==> config.mk <==
export PLATFORM = sky130hd
export DESIGN_NAME = psf_top
export DESIGN_NICKNAME = d
export VERILOG_FILES = /design/src/psf_pkg.sv /design/src/psf_if.sv /design/src/psf_top.sv /design/src/psf_flag_calc.sv /design/src/psf_bank_map.sv
export SDC_FILE = /design/constraint.sdc
export NUM_CORES = 1
export LEC_CHECK = 0
export ABC_CLOCK_PERIOD_IN_PS = 1400
export BUFFER_PORTS_ARGS = -buffer_cell sky130_fd_sc_hd__buf_2
export CORE_MARGIN = 2
export CORE_UTILIZATION = 40
export CTS_BUF_LIST = sky130_fd_sc_hd__clkbuf_16
export DETAILED_ROUTE_END_ITERATION = 8
export HOLD_SLACK_MARGIN = 0.1
export PLACE_DENSITY = 0.64
export SLEW_MARGIN = 20
export SYNTH_ARGS = -nofsm -noshare
export SYNTH_HDL_FRONTEND = slang
export SYNTH_SLANG_ARGS = --single-unit
==> constraint.sdc <==
create_clock -name MCLK -period 1.4 [get_ports MCLK]
set_input_delay 0.14 -clock MCLK [delete_from_list [all_inputs] [get_ports MCLK]]
set_output_delay 0.14 -clock MCLK [all_outputs]
set_load 0.02 [all_outputs]
==> src/psf_pkg.sv <==
package psf_pkg;

    // ----------------------------------------------------------------
    // status word location and layout
    // ----------------------------------------------------------------
    localparam logic [7:0] PSF_SW_ADDR     = 8'hD0;
    localparam logic [7:0] PSF_SW_RESET    = 8'h00;
    localparam int         PSF_POS_CY      = 7;
    localparam int         PSF_POS_AC      = 6;
    localparam int         PSF_POS_F0      = 5;
    localparam int         PSF_POS_BANK_HI = 4;
    localparam int         PSF_POS_BANK_LO = 3;
    localparam int         PSF_POS_OV      = 2;
    localparam int         PSF_POS_F1      = 1;
    localparam int         PSF_POS_PAR     = 0;

    // ----------------------------------------------------------------
    // working register banks
    // ----------------------------------------------------------------
    localparam logic [7:0] PSF_BANK_BASE   = 8'h00;
    localparam logic [7:0] PSF_BANK_TOP    = 8'h1F;

    // ----------------------------------------------------------------
    // reset release
    // ----------------------------------------------------------------
    localparam int         PSF_RST_STAGES  = 2;

    // ----------------------------------------------------------------
    // arithmetic operations that report flags
    // ----------------------------------------------------------------
    typedef enum logic [2:0] {
        PSF_OP_ADD  = 3'h0,
        PSF_OP_ADDC = 3'h1,
        PSF_OP_SUBB = 3'h2,
        PSF_OP_MUL  = 3'h3,
        PSF_OP_DIV  = 3'h4
    } psf_op_t;

endpackage : psf_pkg

==> src/psf_if.sv <==
`timescale 1ns/1ps
interface psf_if;
    import psf_pkg::*;

    psf_op_t    op;
    logic [7:0] opa;
    logic [7:0] opb;
    logic       cin;
    logic       cy_nxt;
    logic       ac_nxt;
    logic       ov_nxt;
    logic [1:0] bank;
    logic [2:0] idx;
    logic [7:0] reg_addr;

    modport calc (input op, opa, opb, cin, output cy_nxt, ac_nxt, ov_nxt);
    modport map  (input bank, idx, output reg_addr);
    modport core (output op, opa, opb, cin, bank, idx,
                  input cy_nxt, ac_nxt, ov_nxt, reg_addr);

endinterface : psf_if

==> src/psf_top.sv <==
`timescale 1ns/1ps
// Overview of operation
// - carry bit 7 takes add carry or subtract borrow, other arithmetic clears it
// - half carry bit 6 takes nibble carry or borrow, other arithmetic clears it
// - bits 5 and 1 are software flags, never changed by hardware
// - bits 4:3 pick register bank 0 to 3 for register accesses
// - four banks of eight bytes fill data addresses 0x00 to 0x1F
// - add, add with carry, subtract with borrow set bit 2 on signed overflow
// - multiply sets bit 2 when the product exceeds 255
// - divide sets bit 2 when the divisor is zero
// - those five operations clear bit 2 when no overflow occurs
// - bit 0 reads odd parity of the accumulator, read-only
// - status word at address 0xD0, bit-addressable, bits 7:1 reset to zero
module psf_top
    import psf_pkg::*;
(
    input  logic       MCLK,
    input  logic       RST_N,
    input  logic       CLK_EN,
    input  logic [7:0] SFR_ADDR,
    input  logic       SFR_WR,
    input  logic [7:0] SFR_WDATA,
    input  logic       SFR_RD,
    output logic [7:0] SFR_RDATA,
    input  logic [7:0] SFR_BIT_ADDR,
    input  logic       SFR_BIT_WR,
    input  logic       SFR_BIT_VAL,
    input  logic       SFR_BIT_RD,
    output logic       SFR_BIT_RDATA,
    input  logic       ALU_OP_VALID,
    input  psf_op_t    ALU_OP,
    input  logic [7:0] ALU_OPA,
    input  logic [7:0] ALU_OPB,
    input  logic [7:0] MAIN_OPERAND_REG,
    input  logic [2:0] REG_IDX,
    output logic [7:0] REG_ADDR,
    output logic [1:0] BANK_SELECT,
    output logic       CARRY_BIT,
    output logic       HALF_CARRY_BIT,
    output logic       ARITH_RANGE_EXCEEDED,
    output logic [7:0] STATUS_WORD
);

    // ----------------------------------------------------------------
    // reset release
    // ----------------------------------------------------------------
    logic [PSF_RST_STAGES-1:0] rst_sync_r;
    logic                      rst_n_s;

    // runs without the clock enable so a frozen core still leaves reset cleanly
    always_ff @(posedge MCLK or negedge RST_N) begin
        if (!RST_N) begin
            rst_sync_r <= '0;
        end else begin
            rst_sync_r <= {rst_sync_r[PSF_RST_STAGES-2:0], 1'h1};
        end
    end

    assign rst_n_s = rst_sync_r[PSF_RST_STAGES-1];

    // ----------------------------------------------------------------
    // flag state
    // ----------------------------------------------------------------
    logic       carry_bit_r;
    logic       half_carry_bit_r;
    logic       user_flag_zero_r;
    logic [1:0] bank_select_r;
    logic       arith_range_exceeded_r;
    logic       user_flag_one_r;
    logic       parity_now;
    logic [7:0] status_view;
    logic [7:0] rdata_r;
    logic       bit_rdata_r;

    assign parity_now  = ^MAIN_OPERAND_REG;
    assign status_view = {carry_bit_r, half_carry_bit_r, user_flag_zero_r, bank_select_r,
                          arith_range_exceeded_r, user_flag_one_r, parity_now};

    // ----------------------------------------------------------------
    // software write decode, byte and bit
    // ----------------------------------------------------------------
    logic       byte_wr;
    logic       bit_wr;
    logic [7:0] wr_en;
    logic [7:0] wr_val;
    logic       sw_wr_any;

    assign byte_wr   = SFR_WR && (SFR_ADDR == PSF_SW_ADDR);
    assign bit_wr    = SFR_BIT_WR && (SFR_BIT_ADDR[7:3] == PSF_SW_ADDR[7:3]);
    assign sw_wr_any = |wr_en;

    // a byte write in the same cycle as a bit write takes the whole byte
    for (genvar i = 0; i < 8; i++) begin : g_wr
        assign wr_en[i]  = byte_wr || (bit_wr && (SFR_BIT_ADDR[2:0] == 3'(i)));
        assign wr_val[i] = byte_wr ? SFR_WDATA[i] : SFR_BIT_VAL;
    end

    // ----------------------------------------------------------------
    // arithmetic flag results and bank mapping
    // ----------------------------------------------------------------
    psf_if u_if ();

    assign u_if.op   = ALU_OP;
    assign u_if.opa  = ALU_OPA;
    assign u_if.opb  = ALU_OPB;
    assign u_if.cin  = carry_bit_r;
    assign u_if.bank = bank_select_r;
    assign u_if.idx  = REG_IDX;

    psf_flag_calc u_calc (
        .fi (u_if.calc)
    );

    psf_bank_map u_map (
        .mi (u_if.map)
    );

    // ----------------------------------------------------------------
    // carry and half carry
    // ----------------------------------------------------------------
    always_ff @(posedge MCLK or negedge rst_n_s) begin
        if (!rst_n_s) begin
            carry_bit_r      <= PSF_SW_RESET[PSF_POS_CY];
            half_carry_bit_r <= PSF_SW_RESET[PSF_POS_AC];
        end else if (CLK_EN) begin
            if (wr_en[PSF_POS_CY]) begin
                carry_bit_r <= wr_val[PSF_POS_CY];
            end else if (ALU_OP_VALID) begin
                carry_bit_r <= u_if.cy_nxt;
            end
            if (wr_en[PSF_POS_AC]) begin
                half_carry_bit_r <= wr_val[PSF_POS_AC];
            end else if (ALU_OP_VALID) begin
                half_carry_bit_r <= u_if.ac_nxt;
            end
        end
    end

    // ----------------------------------------------------------------
    // overflow
    // ----------------------------------------------------------------
    always_ff @(posedge MCLK or negedge rst_n_s) begin
        if (!rst_n_s) begin
            arith_range_exceeded_r <= PSF_SW_RESET[PSF_POS_OV];
        end else if (CLK_EN) begin
            if (wr_en[PSF_POS_OV]) begin
                arith_range_exceeded_r <= wr_val[PSF_POS_OV];
            end else if (ALU_OP_VALID) begin
                arith_range_exceeded_r <= u_if.ov_nxt;
            end
        end
    end

    // ----------------------------------------------------------------
    // user flags and bank select, software only
    // ----------------------------------------------------------------
    always_ff @(posedge MCLK or negedge rst_n_s) begin
        if (!rst_n_s) begin
            user_flag_zero_r <= PSF_SW_RESET[PSF_POS_F0];
            user_flag_one_r  <= PSF_SW_RESET[PSF_POS_F1];
        end else if (CLK_EN) begin
            if (wr_en[PSF_POS_F0]) begin
                user_flag_zero_r <= wr_val[PSF_POS_F0];
            end
            if (wr_en[PSF_POS_F1]) begin
                user_flag_one_r <= wr_val[PSF_POS_F1];
            end
        end
    end

    always_ff @(posedge MCLK or negedge rst_n_s) begin
        if (!rst_n_s) begin
            bank_select_r <= PSF_SW_RESET[PSF_POS_BANK_HI:PSF_POS_BANK_LO];
        end else if (CLK_EN) begin
            if (wr_en[PSF_POS_BANK_HI]) begin
                bank_select_r[1] <= wr_val[PSF_POS_BANK_HI];
            end
            if (wr_en[PSF_POS_BANK_LO]) begin
                bank_select_r[0] <= wr_val[PSF_POS_BANK_LO];
            end
        end
    end

    // ----------------------------------------------------------------
    // read port
    // ----------------------------------------------------------------
    // parity is sampled at the read edge; writes to bit 0 are dropped
    always_ff @(posedge MCLK or negedge rst_n_s) begin
        if (!rst_n_s) begin
            rdata_r     <= 8'h00;
            bit_rdata_r <= 1'h0;
        end else if (CLK_EN) begin
            if (SFR_RD) begin
                rdata_r <= (SFR_ADDR == PSF_SW_ADDR) ? status_view : 8'h00;
            end
            if (SFR_BIT_RD) begin
                bit_rdata_r <= (SFR_BIT_ADDR[7:3] == PSF_SW_ADDR[7:3]) ?
                               status_view[SFR_BIT_ADDR[2:0]] : 1'h0;
            end
        end
    end

    assign SFR_RDATA            = rdata_r;
    assign SFR_BIT_RDATA        = bit_rdata_r;
    assign REG_ADDR             = u_if.reg_addr;
    assign BANK_SELECT          = bank_select_r;
    assign CARRY_BIT            = carry_bit_r;
    assign HALF_CARRY_BIT       = half_carry_bit_r;
    assign ARITH_RANGE_EXCEEDED = arith_range_exceeded_r;
    assign STATUS_WORD          = status_view;

    logic [8:0]  chk_add;
    logic [4:0]  chk_nib;
    logic [15:0] chk_mul;
    logic        op_fire;

    assign chk_add = {1'h0, ALU_OPA} + {1'h0, ALU_OPB};
    assign chk_nib = {1'h0, ALU_OPA[3:0]} + {1'h0, ALU_OPB[3:0]};
    assign chk_mul = {8'h00, ALU_OPA} * {8'h00, ALU_OPB};
    assign op_fire = CLK_EN && ALU_OP_VALID && !sw_wr_any;
endmodule : psf_top

==> src/psf_flag_calc.sv <==
`timescale 1ns/1ps
module psf_flag_calc
    import psf_pkg::*;
(
    psf_if.calc fi
);

    logic [8:0]  sum9;
    logic [4:0]  sumn;
    logic [8:0]  dif9;
    logic [4:0]  difn;
    logic [15:0] prod;
    logic        ci;

    always_comb begin
        ci   = ((fi.op == PSF_OP_ADDC) || (fi.op == PSF_OP_SUBB)) ? fi.cin : 1'h0;
        sum9 = {1'h0, fi.opa} + {1'h0, fi.opb} + {8'h00, ci};
        sumn = {1'h0, fi.opa[3:0]} + {1'h0, fi.opb[3:0]} + {4'h0, ci};
        dif9 = {1'h0, fi.opa} - {1'h0, fi.opb} - {8'h00, ci};
        difn = {1'h0, fi.opa[3:0]} - {1'h0, fi.opb[3:0]} - {4'h0, ci};
        prod = {8'h00, fi.opa} * {8'h00, fi.opb};
        fi.cy_nxt = 1'h0;
        fi.ac_nxt = 1'h0;
        fi.ov_nxt = 1'h0;
        unique case (fi.op)
            PSF_OP_ADD, PSF_OP_ADDC: begin
                fi.cy_nxt = sum9[8];
                fi.ac_nxt = sumn[4];
                fi.ov_nxt = (fi.opa[7] == fi.opb[7]) && (sum9[7] != fi.opa[7]);
            end
            PSF_OP_SUBB: begin
                fi.cy_nxt = dif9[8];
                fi.ac_nxt = difn[4];
                fi.ov_nxt = (fi.opa[7] != fi.opb[7]) && (dif9[7] != fi.opa[7]);
            end
            PSF_OP_MUL: begin
                fi.ov_nxt = (prod[15:8] != 8'h00);
            end
            PSF_OP_DIV: begin
                fi.ov_nxt = (fi.opb == 8'h00);
            end
            default: begin
                fi.ov_nxt = 1'h0;
            end
        endcase
    end

endmodule : psf_flag_calc

==> src/psf_bank_map.sv <==
`timescale 1ns/1ps
module psf_bank_map
    import psf_pkg::*;
(
    psf_if.map mi
);

    // bank and register index form a 5-bit offset, so the result never leaves the bank area
    assign mi.reg_addr = PSF_BANK_BASE | {3'h0, mi.bank, mi.idx};

endmodule : psf_bank_map

==> metrics, run 1 <==
effective utilization at floorplan about 41%; root cell of the clock tree clkbuf_16; share of final-layout standard cells stronger than drive strength 1 about 36%; area of the placeable core between 9000 and 10,000 um2; count of antenna diodes in the layout 0; total half-perimeter wirelength after legalization and detailed placement between 8000 and 9000 um; Cell Area, Synth 3721 um2; outcome finished, violations left; pwr dens 879.4 nW/um2; portion of the post-synthesis area used by sequential elements 12.10%; number of fillers in the final layout 832; final antenna-violating net count 0; CTS tree built; endpoint required time on the critical path 1.52 ns; type of the most critical hold path register to asynchronous set/reset pin; Worst Path Class, Setup primary input to register; top achievable clock speed between 200 and 300 MHz; Die Outline Area 10,090 um2; global-route wire length before repair 17,120 um; post-detailed-route DRC marker count 0; async set-reset flop share out of synthesis 100.0%; final number of max-transition violations 0; fin crit period ~3.8 ns; most frequent standard cell in the layout excluding fill and tap cells buf_4; syn_area_per_cell 8.496 um2; Post-synth EDFFs 0; First DRT Iteration DRCs 146; critical path data arrival time 3.92 ns; Storage cell area 451.7 um2; number of antenna violations at the first check in global routing 0; detailed-routing iteration count for the pre-antenna-repair pass 4; post-route insts no fill approximately 710; worst-case setup margin in the final layout -2.396 ns; violated checks negative setup slack; number of different library cells in the post-synthesis netlist 56; aggregate routed wire length ~10,000 um; row cnt 35; GRT Resource Usage Total 20.88%; core occupancy in the finished layout 56.04%; buffers inserted by post-CTS timing repair 0; # placed instances approximately 700; crit share post-route 271.1%; post-detailed-route wirelength per cell 14.32 um; Ports 93; DIE HEIGHT 100.5 um; # port buffers a little over 80; CTS Sinks 18; total area of multi-input combinational cells 3059 um2; number of global-route vias before repair roughly 3,700; top cells by area, synth fa_1 (19%), ha_1 (18%), dfrtp_1 (12%); number of buffers on the longest clock path 2; number of standard cells after synthesis ~440; area growth from synthesis to layout 37.83%; cell type with the largest total area after synthesis fa_1; flip-flop and latch count after synthesis 18; Layout Nets 749; number of vias in the routed layout roughly 3,600; clock slew at the register clock pins of the worst setup and hold paths 0.05 ns; vias per std cell roughly 5.1; Worst Path Max Fanout 7; critical path endpoint category register; VDD IR max 0.6087 mV; setup repair after global routing missed its margin true; final global-route overflow total 0; worst skew pair latency about 0.24 ns; leakage power summed over all cells 0.002707 uW; dominant register cell in the synthesized netlist dfrtp_1; count of endpoints failing hold in the final timing report 0; worst setup skew after layout around 0.0034 ns; pin count of the biggest net entering global routing 17; Finish-stage setup viols 8; die boundary width 100.5 um; Routability Congestion 0.8878; portion of synthesized cell area occupied by the leading cell type a little under a fifth; max-cap check violation count 0; most frequent cells in the layout buf_4 (93), buf_2 (75), inv_1 (67); Max H-tree Level 1; Num CTS Buffers 3; CP Launch Type primary input; Synthesis Warnings 0
routing by layer:
metal	track usage, %	up-vias	share of wire (%)	wire, um
met5	0	-	0	0
met4	3.372	0	0.83	84
met3	1.179	8	4.6	464
met2	36.91	84	50	5068
met1	28.76	1762	45	4506
li1	-	1783	-	-
registers in the layout (all words and copies together), names as in the netlist:
register,flops
ARITH_RANGE_EXCEEDED,1
CARRY_BIT,1
user_flag_zero_r,1
HALF_CARRY_BIT,1
user_flag_one_r,1
rst_sync_r,2
BANK_SELECT,2
SFR_RDATA,8
SFR_BIT_RDATA,1
power by group:
| part | internal, uW | switching (uW) | leakage [uW] |
|---|---|---|---|
| sequential | 542 | 18.5 | 0.000242 |
| combinational | 1680 | 1700 | 0.00243 |
| clock | 379 | 186 | 0.0000385 |
cell usage after synthesis, types with 2 or more instances:
| cell type | instances |
|---|---|
| inv_1 | 67 |
| ha_1 | 54 |
| nand2_1 | 47 |
| fa_1 | 35 |
| nor2_1 | 28 |
| and2_1 | 23 |
| dfrtp_1 | 18 |
| buf_4 | 16 |
| a21oi_1 | 14 |
| a22o_1 | 13 |
| o21ai_0 | 9 |
| xnor2_1 | 9 |
| nand3_1 | 8 |
| nor3_1 | 6 |
| xor2_1 | 6 |
| nand2b_1 | 5 |
| nand4_1 | 5 |
| a211oi_1 | 4 |
| o31ai_1 | 4 |
| or3_1 | 4 |
| a21o_1 | 3 |
| a31oi_1 | 3 |
| buf_2 | 3 |
| clkbuf_1 | 3 |
| nor2b_1 | 3 |
| nor4b_1 | 3 |
| o21ai_1 | 3 |
| a21boi_0 | 2 |
| a22oi_1 | 2 |
| and4b_1 | 2 |
| conb_1 | 2 |
| mux2i_1 | 2 |
| mux4_2 | 2 |
| nand3b_1 | 2 |
| nand4b_1 | 2 |
| nor3_2 | 2 |
| nor4_1 | 2 |
| o211ai_1 | 2 |
| o41ai_1 | 2 |
| or2_2 | 2 |
worst max-delay path: stages:
cell and delay, ns:
buf_4 0.14, and2_1 0.17, fa_1 0.53, inv_1 0.05, fa_1 0.47, inv_1 0.05, fa_1 0.45, fa_1 0.54
ha_4 0.22, a21oi_4 0.14, o21ai_2 0.09, a211oi_2 0.26, nor2_1 0.08, xor2_1 0.15, o41ai_2 0.34, a21oi_1 0.10
cell type report:
type	count	area share [%]
multi-input combinational	333	59.65
timing repair buffer	174	22.40
sequential	18	8.807
inverter	67	4.904
tap	111	2.708
clock buffer	3	1.464
clock inverter	1	0.07319
what timing repair did:
action,4_1_cts,5_1_grt
hold buffers,1,0
setup endpoints to repair,8,8
pin swaps,9,2
endpoints found under the hold margin,2,0
resized for setup,24,3
through the flow:
| stage | worst slack (ns) | hold WS [ns] | TNS (ns) | power [uW] | area, um2 |
|---|---|---|---|---|---|
| after floorplan | -2.346 | -0.1556 | -5.023 | 2713 | 3856 |
| after global placement | -2.670 | -0.07466 | -7.436 | 3676 | 4927 |
| after detailed placement | -2.755 | -0.07318 | -7.989 | 3755 | 4927 |
| after CTS | -2.406 | 0.1713 | -4.922 | 4532 | 5110 |
| after global routing | -2.622 | 0.2201 | -5.595 | 4972 | 5129 |
| final | -2.396 | 0.1909 | -4.890 | 4510 | 5129 |
final timing paths:
check	start	end	slack (ns)	cells past startpoint
worst min-delay path	rst_sync_r[1]	SFR_RDATA[7]	0.19	1
worst min register to register	rst_sync_r[1]	SFR_RDATA[7]	0.19	1
worst max-delay path	ALU_OPA[3]	ARITH_RANGE_EXCEEDED	-2.40	16
min in group MCLK	SFR_BIT_RD	SFR_BIT_RDATA	0.19	3
worst max register to register	CARRY_BIT	ARITH_RANGE_EXCEEDED	-1.19	11
max in group asynchronous	rst_sync_r[1]	CARRY_BIT	1.01	1
kinds of logic (layout without fill, tap and decap cells):
logic type | after synthesis | after routing | synth area share (%)
flip-flops | 18 | 18 | 12.10
AND/OR/NAND/NOR | 148 | 148 | 20.38
other | 2 | 4 | 0.2018
AO/OA/AOI/OAI | 73 | 73 | 14.36
multiplexers | 4 | 4 | 1.748
adder cells (fa/ha/maj) | 89 | 89 | 36.99
XOR/XNOR | 15 | 15 | 3.531
buffers and inverters | 89 | 245 | 10.69
(Power assumes the default switching activity.)
==> run 2: changes to the inputs <==
Settings changed: ABC_AREA set to 1, PLACE_DENSITY 0.64 to 0.71, TNS_END_PERCENT set to 20.
==> metrics, run 2 <==
max-cap check violation count 0 (unchanged); worst skew pair latency 0.25 ns (about the same); type of the most critical hold path primary input to register; portion of the post-synthesis area used by sequential elements 10.96% (-1.1 points); total half-perimeter wirelength after legalization and detailed placement 8873 um (-0.76%); Metal-1 WL 5038 um (+12%); number of global-route vias before repair 3,910 (+4.9%); VDD IR max 0.5577 mV (-8.4%); Num CTS Buffers 3 (unchanged); Critical Path Max Stage Delay 0.60 ns (+0.06 ns); # placed instances 849 (+21%); most frequent standard cell in the layout excluding fill and tap cells nand2_1; count of cells along the worst hold path 4; Cell Area, Synth 4109 um2 (+10%); outcome finished, violations left; cell type with the largest total area after synthesis fa_1; dominant register cell in the synthesized netlist dfrtp_1; top cells by area, synth fa_1 (17%), ha_1 (16%), nand2_1 (14%); worst slack after detailed placement -2.715 ns (+0.04028 ns); clock slew at the register clock pins of the worst setup and hold paths 0.05 ns (about the same); number of buffers on the longest clock path 2 (unchanged); share of final-layout standard cells stronger than drive strength 1 30.01% (-6.2 points); Routability Congestion 0.8744 (-1.5%); pwr dens 1030 nW/um2 (+17%); adder-cell area share of the yosys netlist 33.50% (-3.5 points); reg-to-reg critical path startpoint CARRY_BIT; count of endpoints failing hold in the final timing report 0 (unchanged); Worst Path Max Fanout 4 (-3); Layout Nets 876 (+17%); die boundary width 105.4 um (+4.9%); simple-gate portion of the synthesized area 25.67% (+5.3 points); slowest cell on the critical path fa_1; xor/xnor share of the synthesized area 2.345% (-1.2 points); CP Launch Type primary input; CTS Sinks 18 (unchanged); DIE HEIGHT 105.4 um (+4.9%); Finish-stage setup viols 3 (-5); endpoint required time on the critical path 1.54 ns (+0.02 ns); most frequent cells in the layout nand2_1 (139), inv_1 (136), buf_2 (75); final number of max-transition violations 0 (unchanged); post-detailed-route DRC marker count 0 (unchanged); effective utilization at floorplan 41.65% (+1.0 points); number of different library cells in the post-synthesis netlist 40 (-29%); leakage power summed over all cells 0.003204 uW (+18%); critical path endpoint category register; number of standard cells after synthesis 602 (+37%); row cnt 36 (+2.9%); number of vias in the routed layout 4,035 (+11%); # port buffers 82 (unchanged); fraction of the mapped netlist area in compound gates 8.465% (-5.9 points); Hold Crit Endpoint SFR_BIT_RDATA; top achievable clock speed 262.3 MHz (-0.42%); count leader, synth nand2_1; count of antenna diodes in the layout 0 (unchanged); GRT Resource Usage Total 18.84% (-2.0 points); vias per std cell 4.714 (-8.4%); mux cell area share after synthesis 0% (-1.7 points); portion of synthesized cell area occupied by the leading cell type 17.05% (-1.8 points); First DRT Iteration DRCs 275 (+88%); number of cells traversed by the worst register-to-register path 14 (+3); wire length on met2 4896 um (-3.4%); post-route insts no fill 856 (+21%); Die Outline Area 11,100 um2 (+10%); violated checks negative setup slack; root cell of the clock tree clkbuf_16; detailed-routing iteration count for the pre-antenna-repair pass 5 (+1); Post-synth EDFFs 0 (unchanged); most prevalent standard cell on the critical path nand2_1; area of the placeable core 9864 um2 (+7.8%); final global-route overflow total 0 (unchanged); fin crit period 3.812 ns (+0.01613 ns); worst setup skew after layout 0.001467 ns (-0.001922 ns); Worst Path Class, Setup primary input to register; post-detailed-route wirelength per cell 12.19 um (-15%); end of the worst register-to-register path ARITH_RANGE_EXCEEDED; detailed route wirelength on metal3 467 um (+0.65%); aggregate routed wire length 10,440 um (+3.1%); final antenna-violating net count 0 (unchanged); Synthesis Warnings 0 (unchanged); CTS tree built; critical path data arrival time 3.95 ns (+0.03 ns); number of antenna violations at the first check in global routing 0 (unchanged); top routing layer in use met4; Ports 93 (unchanged); flip-flop and latch count after synthesis 18 (unchanged); hold path start SFR_BIT_RD; main combinational cell family by area after synthesis adder cells; most instantiated cells after synthesis nand2_1 (151), inv_1 (139), ha_1 (54); Max H-tree Level 1 (unchanged); crit share post-route 272.3% (+1.2 points); reg-to-reg slack, setup -0.83 ns (+0.36 ns); syn_area_per_cell 6.825 um2 (-20%); Largest register FFs 8 (unchanged); worst-case setup margin in the final layout -2.412 ns (-0.01613 ns); async set-reset flop share out of synthesis 100.0% (unchanged); pin count of the biggest net entering global routing 17 (unchanged); area growth from synthesis to layout 28.68%; global-route wire length before repair 17,580 um (+2.7%); setup repair after global routing missed its margin true
==> run 2: changes by cell type in the layout (fill, tap and decap cells not counted), moves of 9 or more <==
| cell | change |
|---|---|
| nand2_1 | +95 |
| a22o_1 | -13 |
| and2_1 | -23 |
| inv_2 | +11 |
| a21oi_1 | +9 |
| inv_1 | +69 |
| buf_4 | -28 |
| nand2_2 | +21 |
| nand3_1 | +23 |
==> run 2: report_power, final <==
part | internal (uW) | switching [uW]
logic | 1880 | 2410
clock network | 380 | 201
registers | 548 | 31.1
total | 2810 | 2640
==> run 2: cell families after synthesis <==
family,after synthesis
simple gates,240
xor+xnor,11
compound gates,60
other cells,2
buf+inv,182
fa+ha+maj,89
flops,18
==> run 2: routing by layer <==
| metal | track usage, % | vias to the layer above |
|---|---|---|
| li1 | - | 2052 |
| met1 | 27.25 | 1867 |
| met2 | 31.89 | 112 |
| met3 | 1.299 | 4 |
| met4 | 1.905 | 0 |
| met5 | 0 | - |
==> run 2: worst max-delay path by stage <==
stage	from	to	slack (ns)	cells past startpoint
4_1_cts	ALU_OPB[4]	ARITH_RANGE_EXCEEDED	-2.40	28
2_1_floorplan	ALU_OPA[3]	ARITH_RANGE_EXCEEDED	-2.29	27
5_1_grt	ALU_OPA[4]	ARITH_RANGE_EXCEEDED	-2.64	27
3_5_place_dp	ALU_OPA[4]	ARITH_RANGE_EXCEEDED	-2.71	21
6_report	ALU_OPA[4]	ARITH_RANGE_EXCEEDED	-2.41	27
3_3_place_gp	ALU_OPA[4]	ARITH_RANGE_EXCEEDED	-2.67	22
==> run 2: what timing repair did <==
item / in CTS / in global routing
pin swaps: 15 / 19
setup endpoints to repair: 3 / 5
hold buffers: 1 / 0
hold endpoints to repair: 2 / 0
setup buffers: 1 / 1
resized for setup: 12 / 31
==> run 2: stage by stage <==
step	power (uW)	instance area [um2]	utilization [%]	setup TNS (ns)	hold WS, ns
finish	5447	5288	53.60	-3.789	0.1633
global route	5991	5288	53.60	-4.428	0.2022
CTS	5340	5206	52.78	-3.845	0.1689
detailed placement	4561	5046	51.15	-4.639	-0.07272
global placement	4518	5046	51.15	-4.338	-0.07461
floorplan	3621	4322	-	-3.782	-0.1556
==> run 2: worst max-delay path, delay by kind of cell <==
kind	cells	cell delay (ns)
simple gates	14	0.92
fa+ha+maj	5	2.28
buf+inv	6	0.41
compound gates	2	0.21
==> run 2: cell type report <==
type                    instances  area, um2
fillers                       944       4577
multi-input cells             404       3073
repair buffers                150      967.2
inverters                     147      551.8
flip-flops and latches         18      450.4
well taps                     133      166.4
clock buffers                   3      75.07
clock inverters                 1      3.754
==> run 3: changes to the inputs <==
Settings changed: CORE_MARGIN 2 to 1.
==> metrics, run 3 (same netlist as run 2, synthesis figures left out) <==
outcome finished, violations left; violated checks negative setup slack; number of vias in the routed layout 4,108 (+1.8%); most frequent cells in the layout nand2_1 (144), inv_1 (139), buf_2 (76); Largest register FFs 8 (unchanged); GRT Resource Usage Total 19.58% (+0.74 points); number of cells traversed by the worst register-to-register path 14 (unchanged); stages on the worst setup path 21 (-22%); Worst Path Max Fanout 6 (+2); worst skew pair latency 0.25 ns (about the same); clock power share 10.8% (about the same); max-cap check violation count 0 (unchanged); number of antenna violations at the first check in global routing 0 (unchanged); post-detailed-route DRC marker count 0 (unchanged); count of antenna diodes in the layout 0 (unchanged); post-detailed-route wirelength per cell 11.95 um (-2.0%); pin count of the biggest net entering global routing 17 (unchanged); number of global-route vias before repair 3,708 (-5.2%); Net Switching 2569 uW (-2.7%); Internal Power 2740 uW (-2.3%); clock slew at the register clock pins of the worst setup and hold paths 0.05 ns (about the same); buffering stage count on the worst path with inverters included 2 (-4); Routability Congestion 0.9641 (+10%); Die Outline Area 10,680 um2 (-3.8%); root cell of the clock tree clkbuf_16; Ports 93 (unchanged); count of cells along the worst hold path 4 (unchanged); crit share post-route 269.3% (-3.0 points); First DRT Iteration DRCs 180 (-35%); share of final-layout standard cells stronger than drive strength 1 28.37% (-1.6 points); Worst Path Class, Setup primary input to register; count of endpoints failing hold in the final timing report 0 (unchanged); fin crit period 3.770 ns (-0.04215 ns); type of the most critical hold path primary input to register; CP cell instances buf_2, nand2_1, fa_1, fa_1, fa_1, inv_1, fa_1, ha_4, nand2_2, nor2_1, nand4_1, nand2_1, nand2_1, nand2_2, nand2_4, nor2_1, nand2_1, nand2_1, nand2_1, nand2_1, a21oi_2; Hold WS 0.1784 ns (+0.01509 ns); most frequent standard cell in the layout excluding fill and tap cells nand2_1; aggregate routed wire length 10,180 um (-2.5%); leakage power summed over all cells 0.003177 uW (-0.85%); DIE HEIGHT 103.4 um (-1.9%); global-route wire length before repair 16,680 um (-5.1%); proportion of total power due to net switching 48.40% (-0.10 points); CTS Sinks 18 (unchanged); final antenna-violating net count 0 (unchanged); Critical Path Max Stage Delay 0.56 ns (-0.04 ns); final global-route overflow total 0 (unchanged); worst setup skew after layout 0.0007830 ns (-0.0006842 ns); worst-case setup margin in the final layout -2.370 ns (+0.04215 ns); Max H-tree Level 1 (unchanged); VDD IR max 0.5481 mV (-1.7%); Sequential Power Share 11.0% (+0.4 points); accumulated negative setup slack -3.853 ns (-0.06399 ns); total half-perimeter wirelength after legalization and detailed placement 8858 um (-0.17%); area growth from synthesis to layout 26.74%; critical path data arrival time 3.91 ns (-0.04 ns); row cnt 36 (unchanged); endpoint required time on the critical path 1.54 ns (about the same); die boundary width 103.4 um (-1.9%); effective utilization at floorplan 41.65% (unchanged); area of the placeable core 9864 um2 (unchanged); critical path endpoint category register; Layout Nets 873 (-0.34%); Finish-stage setup viols 3 (unchanged); CTS tree built; vias per std cell 4.822 (+2.3%); relative contribution of combinational cells to total power 78.2% (-0.5 points); CP Launch Type primary input; # port buffers 82 (unchanged); pwr dens 1020 nW/um2 (-1.0%); number of buffers on the longest clock path 2 (unchanged); number of fillers in the final layout 957 (+1.4%); cell class contributing the biggest share of worst-path delay adder cells; top achievable clock speed 265.3 MHz (+1.1%); detailed-routing iteration count for the pre-antenna-repair pass 5 (unchanged); slowest cell on the critical path fa_1; Num CTS Buffers 3 (unchanged); worst slack after detailed placement -2.694 ns (+0.02014 ns); setup repair after global routing missed its margin true; most prevalent standard cell on the critical path nand2_1; final number of max-transition violations 0 (unchanged)
## run 3: cell types whose count changed in the layout (fill, tap and decap cells not counted), moves of 3 or more
cell / delta
inv_1: +3
nand2_2: -6
nand2_1: +5
inv_2: -3
buf_6: -3
## run 3: area by class of cell
class	count	area, um2	area share [%]
Timing Repair Buffer	147	923.4	17.73
Inverter	147	551.8	10.60
Sequential cell	18	450.4	8.650
Clock buffer	3	75.07	1.442
Tap cell	133	166.4	3.196
Multi-Input combinational cell	404	3040	58.39
## run 3: tightest hold or removal path: stages
cell     delay, ns
buf_2         0.08
nand2_1       0.06
nand2_1       0.05
nand2_1       0.05
## run 3: stage by stage
stage | instance area, um2 | power (uW) | cells | utilization [%]
floorplan | 4322 | 3621 | 604 | -
global placement | 5031 | 4483 | 847 | 51.00
detailed placement | 5031 | 4541 | 847 | 51.00
CTS | 5162 | 5238 | 852 | 52.33
global route | 5207 | 5900 | 852 | 52.79
finish | 5207 | 5309 | 852 | 52.79
## run 3: power groups by stage
stage | combinational, uW | clock [uW] | sequential (uW)
6_report | 4150 | 573 | 583
5_1_grt | 4700 | 610 | 586
4_1_cts | 4080 | 575 | 581
3_5_place_dp | 3950 | 0 | 590
3_3_place_gp | 3890 | 0 | 589
2_1_floorplan | 3010 | 0 | 615
## run 3: final timing paths
path	start	end	slack, ns
setup / recovery	ALU_OPA[2]	ARITH_RANGE_EXCEEDED	-2.37
hold / removal	SFR_BIT_RD	SFR_BIT_RDATA	0.18
setup reg to reg	CARRY_BIT	ARITH_RANGE_EXCEEDED	-0.85
hold reg to reg	rst_sync_r[1]	SFR_BIT_RDATA	0.19
max in group asynchronous	rst_sync_r[1]	ARITH_RANGE_EXCEEDED	1.02
min in group asynchronous	rst_sync_r[1]	SFR_BIT_RDATA	0.19
## run 3: routing by layer
layer,global-route usage (%),part of all wire [%],vias up
met5,0,0,-
met4,1.842,0.54,0
met2,32.09,46,128
met1,28.94,48,1923
li1,-,-,2051
met3,1.747,6.2,6
## run 3: timing repair
| action | 4_1_cts | 5_1_grt |
|---|---|---|
| pin swaps | 4 | 2 |
| endpoints found under the setup margin | 3 | 4 |
| gates resized for setup | 8 | 16 |
| hold buffers | 1 | 0 |
| endpoints found under the hold margin | 2 | 0 |
| buffers inserted | 1 | 0 |
| cloned | 0 | 0 |
